$ cat src/pwr_clk_pkg.sv
/*
  power-mode and clock-source control constants: special function register
  addresses, field positions, reset values and mode encodings.
  assumes one 200 MHz core clock and an 8-bit special function register port.
*/
// Function
// [RULE1] idle request starts selected low-power entry
// [RULE2] pending enabled interrupt refuses low-power entry
// [RULE3] software disables interrupts before idle request
// [RULE4] power control bits 7:2 stored, bit1 zero
// [RULE5] bit 7 disables slow RC calibration
// [RULE6] calibration disable effective only on RC clock
// [RULE7] calibration disable cleared by deep sleeps
// [RULE8] bit 6 shows crystal powered and stable
// [RULE9] bit 5 shows fast RC powered and stable
// [RULE10] bits 4:3 hold last reset cause
// [RULE11] bit 2 powers down unselected oscillator
// [RULE12] power-down write deferred during calibration
// [RULE13] bits 1:0 select power mode, reset zero
// [RULE14] bit 7 selects slow clock source
// [RULE15] slow source changed only on RC clock; not enforced, any clock control write sets it unless a deep-sleep wake falls in the same cycle
// [RULE16] slow source select restored by deep sleeps
// [RULE17] bit 6 selects system clock, reset one
// [RULE18] new source applied only once stable
// [RULE19] selecting powered-down oscillator powers it up
// [RULE20] bits 5:3 set timer tick rate
// [RULE21] tick rate never faster than system clock; not enforced, any written rate is used
// [RULE22] bit 0 reports running clock speed
// [RULE23] wake event returns to active, clears mode
// [RULE24] glitch-free clock changeover on safe edges
`default_nettype none
package pwr_clk_pkg;
  // register addresses
  localparam logic [7:0] ADDR_PWR_CTRL  = 8'h87;
  localparam logic [7:0] ADDR_SLEEP_CTL = 8'hbe;
  localparam logic [7:0] ADDR_CLK_CTL   = 8'hc6;
  // sleep control fields
  localparam int SLP_CALDIS_BIT = 7;
  localparam int SLP_XSTB_BIT   = 6;
  localparam int SLP_RCSTB_BIT  = 5;
  localparam int SLP_RST_LO     = 3;
  localparam int SLP_PD_BIT     = 2;
  // clock control fields
  localparam int CLK_SLOW_BIT   = 7;
  localparam int CLK_OSC_BIT    = 6;
  localparam int CLK_TICK_LO    = 3;
  // power control fields
  localparam int POWER_MODE_CONTROL_IDLE_BIT  = 0;
  localparam int POWER_MODE_CONTROL_SPARE_LO  = 2;
  // reset values
  localparam logic [5:0] RST_POWER_MODE_CONTROL_SPARE = 6'h00;
  localparam logic [2:0] RST_TICK       = 3'h1;
  localparam logic       RST_SLOW_SEL   = 1'b1;
  localparam logic       RST_OSC_SEL    = 1'b1;
  localparam logic       RST_PD         = 1'b1;
  localparam logic       RST_CALDIS     = 1'b0;
  // reset causes
  localparam logic [1:0] CAUSE_POR = 2'h0;
  localparam logic [1:0] CAUSE_EXT = 2'h1;
  localparam logic [1:0] CAUSE_WDT = 2'h2;
  // switch handshake timeout in cycles
  localparam int SWITCH_WAIT = 4;
  // power modes
  typedef enum logic [1:0]
  {
    PM_ACTIVE = 2'b00,
    PM_LIGHT  = 2'b01,
    PM_DEEP   = 2'b10,
    PM_DEEPEST = 2'b11
  } pmode_t;
  // sequencer states
  typedef enum logic [1:0]
  {
    ST_RUN   = 2'b00,
    ST_ENTER = 2'b01,
    ST_SLEEP = 2'b10
  } seq_t;
endpackage
`default_nettype wire

$ cat src/power_mode_clock_select.sv
/*
  power-mode and clock-source control: three special function registers,
  low-power entry and wake, oscillator power control, clock switch request
  and timer tick enable.
  assumes oscillator stable flags, calibration busy and the glitch-free mux
  acknowledge come from the analog side, synchronous to mclk.
*/
`timescale 1ns/1ps
`default_nettype none
module power_mode_clock_select
  import pwr_clk_pkg::*;
(
  // clock and reset
  input  wire logic       mclk,
  input  wire logic       rst,
  // special function register port
  input  wire logic [7:0] sfr_addr,
  input  wire logic       sfr_wr,
  input  wire logic [7:0] sfr_wdata,
  input  wire logic       sfr_rd,
  output var  logic [7:0] sfr_rdata,
  // reset cause, sampled when the system reset is held
  input  wire logic       por_event,
  input  wire logic       ext_event,
  input  wire logic       wdt_event,
  // interrupt and wake inputs
  input  wire logic       irq_pending,
  input  wire logic       wake_event,
  // oscillator status
  input  wire logic       xosc_stable,
  input  wire logic       rcosc_stable,
  input  wire logic       cal_busy,
  input  wire logic       switch_ack,
  // oscillator and clock controls
  output var  logic       xosc_pd,
  output var  logic       rcosc_pd,
  output var  logic       sys_clk_sel,
  output var  logic       slow_clock_source_select,
  output var  logic       calibration_enable,
  output var  logic       timer_tick,
  // power state
  output var  logic [1:0] power_mode,
  output var  logic       sleeping
);
  import pwr_clk_pkg::*;

  logic [5:0] power_mode_control_spare_q;      // unused storage bits
  logic [1:0] mode_q;            // requested power mode
  logic       pd_q;              // power-down of unselected oscillator
  logic       pd_pend_q;         // deferred power-down write pending
  logic       pd_val_q;          // deferred value
  logic       caldis_q;          // calibration disable
  logic [1:0] cause_q;           // last reset cause
  logic       slow_sel_q;        // 32 kHz source select
  logic       osc_sel_q;         // requested system clock
  logic       run_q;             // running clock (speed flag)
  logic [2:0] tick_q;            // timer tick rate
  logic [6:0] tick_cnt_q;        // tick divider, 7 bits reach rate 111
  seq_t       st_q;              // sequencer state
  logic       wr_power_mode_control;
  logic       wr_sleep;
  logic       wr_clk;
  logic       idle_go;
  logic       deep_wake;
  logic       sel_stable;
  logic       new_stable;

  // register write decode
  assign wr_power_mode_control  = sfr_wr && (sfr_addr == ADDR_PWR_CTRL);
  assign wr_sleep = sfr_wr && (sfr_addr == ADDR_SLEEP_CTL);
  assign wr_clk   = sfr_wr && (sfr_addr == ADDR_CLK_CTL);
  // idle request only accepted with no enabled interrupt pending
  assign idle_go  = wr_power_mode_control && sfr_wdata[POWER_MODE_CONTROL_IDLE_BIT]
                    && !irq_pending && (st_q == ST_RUN); // [RULE1] [RULE2]
  // leaving the two deepest modes drops non-retained bits
  assign deep_wake = (st_q == ST_SLEEP) && wake_event && mode_q[1];
  // stability of requested source
  assign sel_stable = osc_sel_q ? rcosc_stable : xosc_stable;
  assign new_stable = sel_stable && (run_q != osc_sel_q);

  // power-mode sequencer
  always_ff @(posedge mclk)
  begin
    if (rst)
      st_q <= ST_RUN;
    else
      case (st_q)
        ST_RUN:
        begin
          // a refused idle leaves the device active
          if (idle_go && mode_q != PM_ACTIVE) // [RULE2]
            st_q <= ST_ENTER;
        end
        ST_ENTER:
        begin
          // hold off until calibration completes, whatever the calibration disable bit
          if (!cal_busy)
            st_q <= ST_SLEEP;
        end
        ST_SLEEP:
        begin
          if (wake_event) // [RULE23]
            st_q <= ST_RUN;
        end
        default:
          st_q <= ST_RUN;
      endcase
  end

  // power control spare storage; idle bit is not stored
  always_ff @(posedge mclk)
  begin
    if (rst)
      power_mode_control_spare_q <= RST_POWER_MODE_CONTROL_SPARE; // [RULE4]
    else if (wr_power_mode_control)
      power_mode_control_spare_q <= sfr_wdata[7:POWER_MODE_CONTROL_SPARE_LO]; // [RULE4]
  end

  // power mode field, cleared by a wake
  always_ff @(posedge mclk)
  begin
    if (rst)
      mode_q <= PM_ACTIVE; // [RULE13]
    else if (st_q == ST_SLEEP && wake_event)
      mode_q <= PM_ACTIVE; // [RULE23]
    else if (wr_sleep)
      mode_q <= sfr_wdata[1:0]; // [RULE13]
  end

  // oscillator power-down, deferred over a running calibration
  always_ff @(posedge mclk)
  begin
    if (rst)
    begin
      pd_q      <= RST_PD; // [RULE11]
      pd_pend_q <= 1'b0;
      pd_val_q  <= RST_PD;
    end
    else if (wr_sleep && cal_busy)
    begin
      pd_pend_q <= 1'b1; // [RULE12]
      pd_val_q  <= sfr_wdata[SLP_PD_BIT];
    end
    else if (wr_sleep)
    begin
      pd_q      <= sfr_wdata[SLP_PD_BIT];
      pd_pend_q <= 1'b0;
    end
    else if (pd_pend_q && !cal_busy)
    begin
      pd_q      <= pd_val_q; // [RULE12]
      pd_pend_q <= 1'b0;
    end
  end

  // calibration disable, lost in the deepest modes
  always_ff @(posedge mclk)
  begin
    if (rst || deep_wake)
      caldis_q <= RST_CALDIS; // [RULE5] [RULE7]
    else if (wr_sleep)
      caldis_q <= sfr_wdata[SLP_CALDIS_BIT]; // [RULE5]
  end

  // last reset cause, caught while reset is held
  always_ff @(posedge mclk)
  begin
    if (rst)
    begin
      if (wdt_event)
        cause_q <= CAUSE_WDT; // [RULE10]
      else if (ext_event)
        cause_q <= CAUSE_EXT; // [RULE10]
      else if (por_event)
        cause_q <= CAUSE_POR; // [RULE10]
    end
  end

  // clock control fields
  always_ff @(posedge mclk)
  begin
    if (rst)
    begin
      slow_sel_q <= RST_SLOW_SEL; // [RULE14]
      osc_sel_q  <= RST_OSC_SEL; // [RULE17]
      tick_q     <= RST_TICK; // [RULE20]
    end
    else
    begin
      if (deep_wake)
        slow_sel_q <= RST_SLOW_SEL; // [RULE16]
      else if (wr_clk)
        slow_sel_q <= sfr_wdata[CLK_SLOW_BIT]; // [RULE14]
      if (wr_clk)
      begin
        osc_sel_q <= sfr_wdata[CLK_OSC_BIT]; // [RULE17]
        tick_q    <= sfr_wdata[5:CLK_TICK_LO]; // [RULE20]
      end
    end
  end

  // running clock follows request once stable and mux confirms
  always_ff @(posedge mclk)
  begin
    if (rst)
      run_q <= RST_OSC_SEL;
    else if (new_stable && switch_ack) // [RULE18] [RULE24]
      run_q <= osc_sel_q; // [RULE22]
  end

  // timer tick divider: 2^rate base cycles per tick
  always_ff @(posedge mclk)
  begin
    if (rst)
      tick_cnt_q <= 7'h00;
    else
      tick_cnt_q <= tick_cnt_q + 7'h01;
  end

  // oscillator power outputs; a selected oscillator is powered except in sleep, where both are powered down
  always_comb
  begin
    if (st_q == ST_SLEEP)
    begin
      xosc_pd  = 1'b1;
      rcosc_pd = 1'b1;
    end
    else
    begin
      // requested and running sources stay up during a switch
      xosc_pd  = pd_q && osc_sel_q && run_q; // [RULE11] [RULE19]
      rcosc_pd = pd_q && !osc_sel_q && !run_q; // [RULE11] [RULE19]
    end
  end

  // clock and status outputs
  always_comb
  begin
    sys_clk_sel              = run_q; // [RULE24]
    slow_clock_source_select = slow_sel_q;
    // disable honoured only while running on the RC oscillator
    calibration_enable = !(caldis_q && run_q); // [RULE6]
    power_mode = mode_q;
    sleeping   = (st_q == ST_SLEEP);
    // limitation: software keeps rate within clock, not checked here
    case (tick_q)
      3'h0:    timer_tick = 1'b1;
      3'h1:    timer_tick = tick_cnt_q[0];
      3'h2:    timer_tick = &tick_cnt_q[1:0];
      3'h3:    timer_tick = &tick_cnt_q[2:0];
      3'h4:    timer_tick = &tick_cnt_q[3:0];
      3'h5:    timer_tick = &tick_cnt_q[4:0];
      3'h6:    timer_tick = &tick_cnt_q[5:0];
      default: timer_tick = &tick_cnt_q[6:0];
    endcase
  end

  // read data register
  always_ff @(posedge mclk)
  begin
    if (rst)
      sfr_rdata <= 8'h00;
    else if (sfr_rd)
      case (sfr_addr)
        ADDR_PWR_CTRL:
          sfr_rdata <= {power_mode_control_spare_q, 2'b00}; // [RULE1] [RULE4]
        ADDR_SLEEP_CTL:
          sfr_rdata <= {caldis_q, xosc_stable && !xosc_pd,
                        rcosc_stable && !rcosc_pd, cause_q,
                        pd_q, mode_q}; // [RULE8] [RULE9]
        ADDR_CLK_CTL:
          sfr_rdata <= {slow_sel_q, osc_sel_q, tick_q,
                        2'b00, run_q}; // [RULE22]
        default:
          sfr_rdata <= 8'h00;
      endcase
  end

  // idle bit never stored: power control read never shows bit 0
  property p_idle_reads_zero;
    @(posedge mclk) disable iff (rst)
    $past(sfr_rd) && $past(sfr_addr) == ADDR_PWR_CTRL |-> !sfr_rdata[0];
  endproperty
  a_idle_reads_zero: assert property (p_idle_reads_zero) // [RULE1]
    else $error("idle bit read nonzero");

  property p_refuse;
    @(posedge mclk) disable iff (rst)
    (st_q == ST_RUN) && wr_power_mode_control && sfr_wdata[0] && irq_pending
      |=> st_q == ST_RUN;
  endproperty
  a_refuse: assert property (p_refuse) // [RULE2]
    else $error("entry not refused with pending interrupt");

  property p_enter;
    @(posedge mclk) disable iff (rst)
    (st_q == ST_RUN) && wr_power_mode_control && sfr_wdata[POWER_MODE_CONTROL_IDLE_BIT]
      && !irq_pending && mode_q != PM_ACTIVE |=> st_q == ST_ENTER;
  endproperty
  a_enter: assert property (p_enter) // [RULE1]
    else $error("idle request did not start entry");

  property p_wake_clears;
    @(posedge mclk) disable iff (rst)
    st_q == ST_SLEEP && wake_event |=> mode_q == PM_ACTIVE && !sleeping;
  endproperty
  a_wake_clears: assert property (p_wake_clears) // [RULE23]
    else $error("wake did not clear mode");

  property p_deep_restore;
    @(posedge mclk) disable iff (rst)
    deep_wake |=> slow_sel_q && !caldis_q;
  endproperty
  a_deep_restore: assert property (p_deep_restore) // [RULE7] [RULE16]
    else $error("non-retained bits kept after deep sleep");

  property p_pd_defer;
    @(posedge mclk) disable iff (rst)
    wr_sleep && cal_busy |=> pd_q == $past(pd_q);
  endproperty
  a_pd_defer: assert property (p_pd_defer) // [RULE12]
    else $error("power-down updated during calibration");

  property p_switch_stable;
    @(posedge mclk) disable iff (rst)
    // stability judged at the edge that launched the change
    $changed(run_q) |-> (run_q ? $past(rcosc_stable) : $past(xosc_stable));
  endproperty
  a_switch_stable: assert property (p_switch_stable) // [RULE18]
    else $error("clock switched to unstable source");

  property p_sel_powered;
    @(posedge mclk) disable iff (rst)
    !sleeping |-> (osc_sel_q ? !rcosc_pd : !xosc_pd);
  endproperty
  a_sel_powered: assert property (p_sel_powered) // [RULE19]
    else $error("selected oscillator left powered down");

  property p_caldis_rc;
    @(posedge mclk) disable iff (rst)
    !calibration_enable |-> run_q && caldis_q;
  endproperty
  a_caldis_rc: assert property (p_caldis_rc) // [RULE6]
    else $error("calibration disabled off the RC clock");
endmodule
`default_nettype wire

$ cat config.mk
export PLATFORM = sky130hd
export DESIGN_NAME = power_mode_clock_select
export DESIGN_NICKNAME = d
export VERILOG_FILES = /design/src/pwr_clk_pkg.sv /design/src/power_mode_clock_select.sv
export SDC_FILE = /design/constraint.sdc
export NUM_CORES = 1
export LEC_CHECK = 0
export ABC_CLOCK_PERIOD_IN_PS = 2400
export CAP_MARGIN = 20
export CORE_MARGIN = 1
export CORE_UTILIZATION = 60
export DETAILED_ROUTE_END_ITERATION = 16
export DONT_BUFFER_PORTS = 1
export GPL_TIMING_DRIVEN = 0
export PLACE_DENSITY = 0.82
export SYNTH_ARGS = -nofsm -noshare
export SYNTH_HDL_FRONTEND = slang
export SYNTH_SLANG_ARGS = --single-unit
export TNS_END_PERCENT = 30
$ cat constraint.sdc
create_clock -name mclk -period 2.4 [get_ports mclk]
set_input_delay 0.36 -clock mclk [delete_from_list [all_inputs] [get_ports mclk]]
set_output_delay 0.36 -clock mclk [all_outputs]
set_load 0.01 [all_outputs]
==> results.md <==
- Status: finished, violations left
- Failing checks: design-rule violations
- RSZ-0062 raised after global routing: no
- Synthesized area per cell: 9.66 um^2
- DRT iter0 DRCs: 82
- Setup_tns: 0 ns
- Worst setup SP type: flop
- Nets@finish: 225
- Arrival @ worst endpoint: 1.84 ns
- Io pins: 46
- GP Congestion: 0.869
- Initial antenna violation count: 0
- Final hold violation count: 0
- Asr flop ratio synth: 0%
- Maximum VDD drop: 0.457 mV
- Max-Cap Viols: 0
- Worst skew pair latency: 0.35 ns
- Total GRT Usage: 26.7%
- Post-synthesis cell count: 186
- Die W: 56.7 um
- Port Buffer Count: 0
- Worst Clk Skew: 0.00376 ns
- Largest net degree at the start of global routing: 13
- CP Class: flop to output pin
- Final period utilization: 91.5%
- CTS Buffer Depth: 2
- Met3 Usage GRT: 8.53%
- CP Data Required Time: 2.04 ns
- Antenna diodes: 0
- Antenna Nets Post-Route: 0
- Worst-path clk slew: 0.11 ns
- Crit-path leading delay family: compound AO/OA/AOI/OAI gates
- Met2 Use GR: 43.7%
- Minimum clock period: 2.20 ns
- Max incr delay on CP: 0.38 ns
- Sequential area share after synthesis: 42.3%
- Hold buffer count at cts: 0
- Fin util: 67.4%
- Synth Warn #: 0
- Power Density: 534 nW/um^2
- Slew Limit Fails: 0
- Syn_nets: 218
- Core area: 2810 um^2
- Die area: 3220 um^2
- Post-cts gate resize count: 0
- First-pass GRT wire length: 6.51 mm
- Worst Path Buf+Inv: 2
- Top_reg_cell synth: dfxtp_1
- Post-synth EDFFs: 2
- Fillcell total: 220
- WL/cell: 17.7 um
- Critical path endpoint category: output pin
- Area taken by multi-input logic gates: 947 um^2
- Fmax: 455 MHz
- Clk sinks: 37
- Sequential cell area: 761 um^2
- Setup Buffers After CTS: 0
- Synth cell types: 54
- Area Growth Syn to Fin: 5.22%
- 1st-pass router iterations: 10
- GR Util met1: 31.4%
- Max Fanout on Critical Path: 4
- Commonest cells after routing, fill and taps aside: dfxtp_1 (35), nor2_1 (16), nand2_1 (13)
- Worst-path cell with the longest stage delay: dfxtp_1
- Finished Cell Area: 1890 um^2
- Post-route DRC: 8
- Vias: 1459
- DPL Wire Length: 3.01 mm
- Share of layout cells above drive strength 1: 15.5%
- Final Non-Filler Cells: 225
- CTS H-tree depth: 2
- Rows: 19
- Hold_ws: 0.0828 ns
- Worst-margin pin slew: 0.667 ns
- Setup violations, final: 0
- Hold Crit Class: input pin to flop
- Flop and latch count out of synthesis: 37
- Initial core utilization: 64.0%
- Global route overflow: 0
- Commonest non-fill, non-tap cell in the layout: dfxtp_1
- CTS Buf Count: 5
- Leak: 0.000736 uW
- Placed insts: 217
- Placement-stage cell area: 1840 um^2
- Gr busiest metal: met2
- CTS tree: done
- Vias in the first global route: 1475
- Chip height: 56.7 um
- Cell area after synthesis: 1800 um^2
- Rel. slew slack: 55.5%
- Crit-path cells: ha_1 -> nand3_1 -> inv_1 -> ha_1 -> inv_1 -> o21ai_0 -> a31oi_1 -> o22ai_1
- Final wirelength: 3.99 mm
- Clock root buffer: clkbuf_4
- Vias per cell: 6.48
## registers in the layout, indices dropped and copies added (netlist names)
name,count
sfr_rdata,8
tick_cnt_q,7
power_mode_control_spare_q,6
tick_q,3
cause_q,2
power_mode,2
st_q,2
caldis_q,1
osc_sel_q,1
pd_pend_q,1
pd_q,1
pd_val_q,1
slow_clock_source_select,1
sys_clk_sel,1
## area by class of cell
| class | instances | share of cell area, % |
|---|---|---|
| sequential | 37 | 40.2 |
| buffer | 9 | 3.31 |
| clock buffer | 5 | 1.99 |
| clock inverter | 3 | 0.927 |
| tap | 31 | 2.05 |
| inverter | 7 | 1.39 |
| multi-input combinational | 133 | 50.1 |
## kinds of logic after synthesis
group,after synthesis,share of synthesized area (%)
buffers and inverters,16,4.94
adders and majority gates,3,2.09
and+or+nand+nor,68,22.6
xor gates and xnor gates,3,1.46
DFF,37,42.3
AOI/OAI and AO/OA,46,19.2
muxes,13,7.31
## per-stage QoR
stage | setup WS (ns) | total power [uW]
detailed placement | 0.633 | 698
floorplan | 0.823 | 685
global placement | 0.717 | 695
finish | 0.203 | 1010
global route | 0.0389 | 1050
CTS | 0.216 | 1010
## worst paths after layout
kind                      start            end  slack (ns)  cells after the start
setup / recovery  tick_cnt_q[0]     timer_tick        0.20                      8
hold / removal       wake_event  power_mode[1]        0.08                      1
setup reg to reg        st_q[1]   sfr_rdata[6]        1.06                      5
hold reg to reg   tick_cnt_q[0]  tick_cnt_q[0]        0.47                      1
## per-layer routing
metal	routed length, um	part of all wire, %	vias to the layer above
met1	1600	40	681
met5	0	0	-
li1	-	-	695
met2	1910	48	70
met3	366	9.2	13
met4	108	2.7	0
## cells in the mapped netlist, types with 4 or more instances
master | number | area share [%]
dfxtp_1 | 35 | 39
nor2_1 | 16 | 3.3
nand2_1 | 13 | 2.7
mux2i_1 | 12 | 6.7
nand3_1 | 10 | 2.8
a21oi_1 | 9 | 2.5
inv_1 | 7 | 1.5
nor2b_1 | 6 | 2.1
a22oi_1 | 5 | 2.1
a22o_1 | 4 | 1.9
and3_1 | 4 | 1.4
## power by group
group          switching, uW  internal (uW)  total (uW)
clock network            214            110         324
registers               4.02            627         631
logic                   31.4           21.8        53.2
total                    249            759        1010
Power figures use the tool's default switching activity.
